[src/logic/ptb_pkg.sv]
// Package for the periodic timebase interrupt block.
// Holds register offsets, field positions, reset values and tap table.
package ptb_pkg;

  // Register byte offsets on the APB word map
  localparam logic [7:0] PTB_OFS_CONTROL = 8'h00;
  localparam logic [7:0] PTB_OFS_STATUS = 8'h04;
  localparam logic [7:0] PTB_OFS_MASK = 8'h08;

  // timebase_control field positions
  localparam int PTB_BIT_RUN_ENABLE = 1;
  localparam int PTB_BIT_IRQ_ENABLE = 2;
  localparam int PTB_BIT_FLAG_ACK = 3;
  localparam int PTB_RATE_LSB = 4;
  localparam int PTB_RATE_W = 3;
  localparam int PTB_BIT_PENDING = 7;

  // Event status bits: flag set, flag set again while still pending
  localparam int PTB_EVT_W = 2;
  localparam int PTB_EVT_FLAG = 0;
  localparam int PTB_EVT_MISSED = 1;

  // Values after reset
  localparam logic [2:0] PTB_RATE_RST = 3'h0;
  localparam logic [PTB_EVT_W-1:0] PTB_MASK_RST = 2'h0;

  // Divider chain length
  localparam int PTB_STAGES = 18;
  localparam int PTB_STAGE_IDX_W = 5;

  // Clock rates: bus clock and oscillator reference, in Hz
  localparam int PTB_CLK_HZ = 40_000_000;
  localparam int PTB_OSC_HZ = 4_000_000;
  localparam int PTB_OSC_DIV = PTB_CLK_HZ / PTB_OSC_HZ;

  // Stage whose rising edge marks an event: division is 2^(stage+1)
  function automatic logic [PTB_STAGE_IDX_W-1:0] ptb_tap_stage(input logic [2:0] rate);
    case (rate)
      3'h0: ptb_tap_stage = 5'h11; // 262144
      3'h1: ptb_tap_stage = 5'h10; // 131072
      3'h2: ptb_tap_stage = 5'h0f; // 65536
      3'h3: ptb_tap_stage = 5'h0e; // 32768
      3'h4: ptb_tap_stage = 5'h05; // 64
      3'h5: ptb_tap_stage = 5'h04; // 32
      3'h6: ptb_tap_stage = 5'h03; // 16
      default: ptb_tap_stage = 5'h02; // 8
    endcase
  endfunction : ptb_tap_stage

endpackage : ptb_pkg

[src/logic/ptb_chain.sv]
// Divider chain of the timebase, advanced once per reference tick.
// Assumes tick_i is a one-cycle enable on clock_i.
`timescale 1ns/1ps
module ptb_chain #(
  parameter int STAGES = ptb_pkg::PTB_STAGES
) (
  input wire logic clock_i,
  input wire logic rst_n_i,
  input wire logic enable_i,
  input wire logic tick_i,
  input wire logic [2:0] rate_i,
  output logic event_o,
  output logic [STAGES-1:0] count_o
);
  import ptb_pkg::*;

  logic [STAGES-1:0] count_q;
  logic [STAGES-1:0] tap_mask;
  logic [PTB_STAGE_IDX_W-1:0] tap;

  assign tap = ptb_tap_stage(rate_i);

  // Mask of stages below the tap, all ones means the tap is about to toggle
  for (genvar g = 0; g < STAGES; g++) begin : g_mask
    assign tap_mask[g] = (g < int'(tap));
  end

  // Cleared while disabled, counts from zero once enabled
  always_ff @(posedge clock_i or negedge rst_n_i) begin
    if (!rst_n_i) begin
      count_q <= '0;
    end else if (!enable_i) begin
      count_q <= '0;
    end else if (tick_i) begin
      count_q <= count_q + 1'b1;
    end
  end

  // Tap rising edge: first at half the period, then once per full period
  assign event_o = enable_i && tick_i &&
                   ((count_q & tap_mask) == tap_mask) && !count_q[tap];
  assign count_o = count_q;

endmodule : ptb_chain

[src/logic/ptb_osc_tick.sv]
// Oscillator reference tick: one-cycle enable per reference period.
// Assumes clock_i is the only clock; the reference is modelled as a rate.
`timescale 1ns/1ps
module ptb_osc_tick #(
  parameter int DIV = ptb_pkg::PTB_OSC_DIV
) (
  input wire logic clock_i,
  input wire logic rst_n_i,
  input wire logic run_i,
  output logic tick_o
);
  import ptb_pkg::*;

  localparam int CW = (DIV > 1) ? $clog2(DIV) : 1;
  localparam logic [CW-1:0] LAST = CW'(DIV - 1);

  logic [CW-1:0] count_q;

  // Free divider, held idle when the reference is stopped to save power
  always_ff @(posedge clock_i or negedge rst_n_i) begin
    if (!rst_n_i) begin
      count_q <= '0;
    end else if (!run_i || count_q == LAST) begin
      count_q <= '0;
    end else begin
      count_q <= count_q + 1'b1;
    end
  end

  assign tick_o = run_i && (count_q == LAST);

endmodule : ptb_osc_tick

[src/logic/ptb_top.sv]
// Periodic timebase interrupt: APB registers, pending flag and interrupts.
// Assumes an APB master on clock_i and low-power mode levels from the core.
//
// Local design decisions: the APB slave port and the address map.
`timescale 1ns/1ps

module ptb_top #(
  parameter int OSC_DIV = ptb_pkg::PTB_OSC_DIV,
  parameter int STAGES = ptb_pkg::PTB_STAGES
) (
  input wire logic clock_i,
  input wire logic rst_n_i,
  input wire logic psel_i,
  input wire logic penable_i,
  input wire logic pwrite_i,
  input wire logic [7:0] paddr_i,
  input wire logic [31:0] pwdata_i,
  input wire logic [3:0] pstrb_i,
  output logic [31:0] prdata_o,
  output logic pready_o,
  output logic pslverr_o,
  input wire logic wait_mode_i,
  input wire logic stop_mode_i,
  input wire logic osc_stop_keep_i,
  output logic irq_o,
  output logic wake_o
);
  import ptb_pkg::*;

  logic run_enable_q;
  logic irq_enable_q;
  logic [2:0] rate_select_q;
  logic pending_flag_q;
  logic [PTB_EVT_W-1:0] status_q;
  logic [PTB_EVT_W-1:0] mask_q;
  logic [31:0] prdata_q;
  logic pslverr_q;
  logic osc_run;
  logic osc_tick;
  logic tap_event;
  logic tb_irq;
  logic setup;
  logic access;
  logic locked;
  logic mapped;
  logic wr_ok;
  logic rd_ok;
  logic hit_ctrl;
  logic hit_stat;
  logic hit_mask;
  logic ack_wr;
  logic [7:0] ctrl_view;

  // Reference runs except in stop without the keep-alive option
  assign osc_run = !stop_mode_i || osc_stop_keep_i;

  ptb_osc_tick #(
    .DIV(OSC_DIV)
  ) u_tick (
    .clock_i(clock_i),
    .rst_n_i(rst_n_i),
    .run_i(osc_run),
    .tick_o(osc_tick)
  );

  // One clock only, so the reference appears as an enable and no crossing is needed
  ptb_chain #(
    .STAGES(STAGES)
  ) u_chain (
    .clock_i(clock_i),
    .rst_n_i(rst_n_i),
    .enable_i(run_enable_q),
    .tick_i(osc_tick),
    .rate_i(rate_select_q),
    .event_o(tap_event),
    .count_o()
  );

  // APB decode; registers refused in wait and stop
  assign setup = psel_i && !penable_i;
  assign access = psel_i && penable_i;
  assign locked = wait_mode_i || stop_mode_i;
  assign hit_ctrl = (paddr_i == PTB_OFS_CONTROL);
  assign hit_stat = (paddr_i == PTB_OFS_STATUS);
  assign hit_mask = (paddr_i == PTB_OFS_MASK);
  assign mapped = hit_ctrl || hit_stat || hit_mask;
  assign wr_ok = access && pwrite_i && mapped && !locked && pstrb_i[0];
  assign rd_ok = access && !pwrite_i && mapped && !locked;
  assign ack_wr = wr_ok && hit_ctrl && pwdata_i[PTB_BIT_FLAG_ACK];

  // Zero-wait slave: every access phase completes at once
  assign pready_o = 1'b1;
  assign pslverr_o = pslverr_q;
  assign prdata_o = prdata_q;

  // Control view; acknowledge bit always reads zero
  always_comb begin
    ctrl_view = 8'h00;
    ctrl_view[PTB_BIT_RUN_ENABLE] = run_enable_q;
    ctrl_view[PTB_BIT_IRQ_ENABLE] = irq_enable_q;
    ctrl_view[PTB_RATE_LSB +: PTB_RATE_W] = rate_select_q;
    ctrl_view[PTB_BIT_PENDING] = pending_flag_q;
  end

  // Control bits written over the bus
  always_ff @(posedge clock_i or negedge rst_n_i) begin
    if (!rst_n_i) begin
      run_enable_q <= 1'b0;
      irq_enable_q <= 1'b0;
      rate_select_q <= PTB_RATE_RST;
    end else if (wr_ok && hit_ctrl) begin
      run_enable_q <= pwdata_i[PTB_BIT_RUN_ENABLE];
      irq_enable_q <= pwdata_i[PTB_BIT_IRQ_ENABLE];
      rate_select_q <= pwdata_i[PTB_RATE_LSB +: PTB_RATE_W];
    end
  end

  // Pending flag; a rollover in the acknowledge cycle wins over the clear
  always_ff @(posedge clock_i or negedge rst_n_i) begin
    if (!rst_n_i) begin
      pending_flag_q <= 1'b0;
    end else if (tap_event) begin
      pending_flag_q <= 1'b1;
    end else if (ack_wr) begin
      pending_flag_q <= 1'b0;
    end
  end

  // Sticky event status, cleared by a read of it; new events win
  // Only bits already captured for the reader are cleared, so an event that
  // lands between setup and access is kept for the next read
  always_ff @(posedge clock_i or negedge rst_n_i) begin
    if (!rst_n_i) begin
      status_q <= '0;
    end else begin
      for (int i = 0; i < PTB_EVT_W; i++) begin
        if (rd_ok && hit_stat && prdata_q[i]) begin
          status_q[i] <= 1'b0;
        end
      end
      if (tap_event) begin
        status_q[PTB_EVT_FLAG] <= 1'b1;
      end
      if (tap_event && pending_flag_q && !ack_wr) begin
        status_q[PTB_EVT_MISSED] <= 1'b1; // Previous event never acknowledged
      end
    end
  end

  // Event mask
  always_ff @(posedge clock_i or negedge rst_n_i) begin
    if (!rst_n_i) begin
      mask_q <= PTB_MASK_RST;
    end else if (wr_ok && hit_mask) begin
      mask_q <= pwdata_i[PTB_EVT_W-1:0];
    end
  end

  // Read data captured in setup so the access phase answers from flops
  always_ff @(posedge clock_i or negedge rst_n_i) begin
    if (!rst_n_i) begin
      prdata_q <= 32'h0000_0000;
      pslverr_q <= 1'b0;
    end else if (setup) begin
      pslverr_q <= !mapped || locked;
      if (!pwrite_i && hit_ctrl && !locked) begin
        prdata_q <= {24'h00_0000, ctrl_view};
      end else if (!pwrite_i && hit_stat && !locked) begin
        prdata_q <= {{(32-PTB_EVT_W){1'b0}}, status_q};
      end else if (!pwrite_i && hit_mask && !locked) begin
        prdata_q <= {{(32-PTB_EVT_W){1'b0}}, mask_q};
      end else begin
        prdata_q <= 32'h0000_0000;
      end
    end
  end

  // Request from the flag, or from any unmasked sticky event
  assign tb_irq = pending_flag_q && irq_enable_q;
  assign irq_o = tb_irq || |(status_q & mask_q);
  // Wake only meaningful while the chain still runs in stop
  assign wake_o = stop_mode_i && tb_irq;

endmodule : ptb_top

[config.mk]
export PLATFORM = sky130hd
export DESIGN_NAME = ptb_top
export DESIGN_NICKNAME = d
export VERILOG_FILES = /design/src/logic/ptb_pkg.sv /design/src/logic/ptb_chain.sv /design/src/logic/ptb_osc_tick.sv /design/src/logic/ptb_top.sv
export SDC_FILE = /design/constraint.sdc
export NUM_CORES = 1
export LEC_CHECK = 0
export ABC_AREA = 0
export ABC_CLOCK_PERIOD_IN_PS = 2200
export BUFFER_PORTS_ARGS = -buffer_cell sky130_fd_sc_hd__buf_2
export CAP_MARGIN = 20
export CORE_UTILIZATION = 46
export DETAILED_ROUTE_END_ITERATION = 8
export GPL_ROUTABILITY_DRIVEN = 0
export PLACE_DENSITY = 0.85
export SLEW_MARGIN = 20
export SYNTH_ARGS = -nofsm -noshare
export SYNTH_HDL_FRONTEND = slang
export SYNTH_SLANG_ARGS = --single-unit
[constraint.sdc]
create_clock -name clock_i -period 2.2 [get_ports clock_i]
set_clock_uncertainty 0.15 [all_clocks]
set_input_delay 0.11 -clock clock_i [delete_from_list [all_inputs] [get_ports clock_i]]
set_output_delay 0.11 -clock clock_i [all_outputs]
set_load 0.05 [all_outputs]
==> summary.txt <==
area overhead of the layout relative to synthesis = 14.0%
Post-synth top flop = dfrtp_1
yosys synthesis warning count = 0
detailed-router iteration count before antenna repair = 4
Initial Util = 0.477
post-route minimum period = 2.13 ns
upper clock frequency limit = 0.469 GHz
max_cap viols = 0
post-layout instance area = 2980 um^2
width of the chip = 77.3 um
first-pass GRT wire length = 8660 um
Die Area = 5980 um^2
Worst Setup End Kind = flop
# clock sinks = 40
transition time at the pin with the least slew margin = 0.500 ns
worst hold path type = input pin to flop
remaining antenna violation count = 0
wirelength, routed = 5080 um
Mapped Cells = 257
Bufs on Longest Clock Path = 2
Routed WL per cell = 13.4 um
post-synthesis async set-or-reset flop share = 1.00
number of nets at the end of the flow = 368
Seq/Total Area, Yosys = 0.383
number of global-route vias before repair = 1880
port buffer count = 33
chip height = 77.3 um
detailed-placement wirelength estimate = 3850 um
leakage power figure = 1.44 nW
antenna diode instance count = 0
number of storage elements in the synthesis netlist = 40
via count normalized by instance count = 5.23
unrepaired setup endpoints after global routing = no
gr usage total = 0.183
final clock period utilization by the worst path = 0.970
CTS tree = built
startpoint type of the worst setup path = flop
area of the core = 5470 um^2
CTS Root Cell = clkbuf_8
clock transition at the register clock pins on the worst setup and hold paths after CTS = 0.07 ns
fraction of final layout cells with drive strength greater than 1 = 0.245
H-Tree Level Count = 2
P per Cell Area = 522 nW/um^2
area of placed instances = 2780 um^2
residual overflow from global routing = 0
Crit Path Category = flop to flop
Max FO, Critical Path = 4
average instance area after synthesis = 10.2 um^2
detailed router's first-iteration violation count = 86
Final Util = 0.544
Final Max Slew Viols = 0
Arrival @ worst endpoint = 2.21 ns
largest net degree at the start of global routing = 24
EDFF count, synth = 0
number of hold-slack violations in the final timing report = 0
run status = complete, no violations
Worst EP required = 2.28 ns
Syn Std Cell Area = 2610 um^2
Inserted Clock Buffers = 5
site row count = 27
headroom to the max-slew limit = 0.662
total via count after detailed routing = 1978
source-to-sink clock delay at the later pin of the worst-skew pair = 0.29 ns
internal reg-to-reg setup slack = 0.07 ns
count of cell types in the netlist = 51
initial antenna violation count = 0
worst vdd rail ir drop = 0.000362 V
post-detailed-route DRC marker count = 0
setup violation total in the final timing report = 0
smallest hold slack = 0.0432 ns
I/O pin total = 88
-- layer usage --
| layer | GRT usage | share of wire | vias to the layer above |
|---|---|---|---|
| met5 | 0 | 0 | - |
| met4 | 0.0604 | 0.022 | 0 |
| met3 | 0.0506 | 0.055 | 11 |
| met2 | 0.313 | 0.49 | 68 |
| met1 | 0.221 | 0.43 | 951 |
| li1 | - | - | 948 |
-- synthesized netlist by cell type, drive strengths merged (3+ instances only) --
master / n / area (um^2)
a21boi: 3 / 22.5
xnor2: 3 / 26.3
mux2i: 8 / 80.1
nor3: 6 / 30.0
and2: 11 / 68.8
inv: 11 / 41.3
nand4: 7 / 43.8
xor2: 11 / 96.3
nand2: 20 / 75.1
o21ai: 6 / 30.0
ha: 11 / 138
nor4: 10 / 129
buf: 31 / 239
nand2b: 4 / 25.0
nand3: 7 / 35.0
dfrtp: 40 / 1000
a22o: 6 / 52.6
a21oi: 6 / 30.0
mux2: 7 / 78.8
nor2: 10 / 37.5
clkbuf: 4 / 15.0
nor2b: 4 / 25.0
-- kinds of logic after synthesis --
| group | synth area share |
|---|---|
| AO/OA/AOI/OAI | 0.0968 |
| adder cells (fa/ha/maj) | 0.0527 |
| AND/OR/NAND/NOR | 0.226 |
| other | 0.00288 |
| multiplexers | 0.0781 |
| flip-flops | 0.383 |
| XOR/XNOR | 0.0470 |
| buffers and inverters | 0.113 |
-- worst max-delay path: stages (launching register included) --
cell	delay (ns)
dfrtp_2	0.41
inv_1	0.12
ha_4	0.23
mux4_2	0.29
a22oi_2	0.19
o2111ai_2	0.17
nor4_4	0.33
a22o_1	0.19
-- placed cells by master (no fill, tap or decap), types with 8 or more instances in the layout --
cell	synthesis	final
and2_1	11	11
buf_2	2	33
buf_4	26	12
conb_1	2	26
dfrtp_1	40	38
ha_1	11	9
inv_1	11	10
mux2i_1	8	8
nand2_1	20	20
nor2_1	10	10
xor2_1	11	11
-- final timing paths --
check                            startpoint            endpoint  cells past startpoint
hold reg to reg                   pslverr_o           pslverr_o                      2
setup reg to reg           rate_select_q[1]         status_q[1]                      7
hold / removal                     pwrite_i         prdata_o[1]                      3
min in group asynchronous           rst_n_i   u_tick.count_q[3]                      2
setup / recovery           rate_select_q[1]         status_q[1]                      7
max in group asynchronous           rst_n_i  u_chain.count_o[9]                      3
-- per-stage QoR --
stage | TNS [ns] | cells | worst slack (ns) | total power [W]
6_report | 0 | 378 | 0.0664 | 0.00155
4_1_cts | 0 | 376 | 0.0372 | 0.00157
3_5_place_dp | -0.105 | 361 | -0.0740 | 0.00106
5_1_grt | 0 | 378 | 0.000259 | 0.00162
2_1_floorplan | 0 | 281 | 0.0416 | 0.00103
3_3_place_gp | -0.0222 | 361 | -0.0222 | 0.00105
-- registers in the layout (all words and copies together) (netlist names) --
| name | cells |
|---|---|
| pslverr_o | 1 |
| u_chain.count_o | 18 |
| rate_select_q | 3 |
| mask_q | 2 |
| status_q | 2 |
| irq_enable_q | 1 |
| pending_flag_q | 1 |
| u_tick.count_q | 4 |
| run_enable_q | 1 |
| prdata_o | 7 |
-- layout make-up --
class	instances	area (um^2)
clock buffers	8	90.1
repair buffers	52	325
well taps	72	90.1
inverters	11	41.3
multi-input cells	195	1430
flip-flops and latches	40	1000
fillers	459	2500
-- what timing repair did --
item,in CTS,in global routing
pin swaps,0,3
setup endpoints to repair,3,2
gates resized for setup,2,4
setup buffers,0,2
hold buffers,7,0
hold endpoints to repair,33,0
cloned,0,0
-- where the power goes --
| group | total, W | internal, W | switching, W |
|---|---|---|---|
| combinational | 0.000265 | 0.0000749 | 0.000190 |
| sequential | 0.000795 | 0.000765 | 0.0000297 |
| clock | 0.000493 | 0.000256 | 0.000237 |
(Power assumes the default switching activity.)
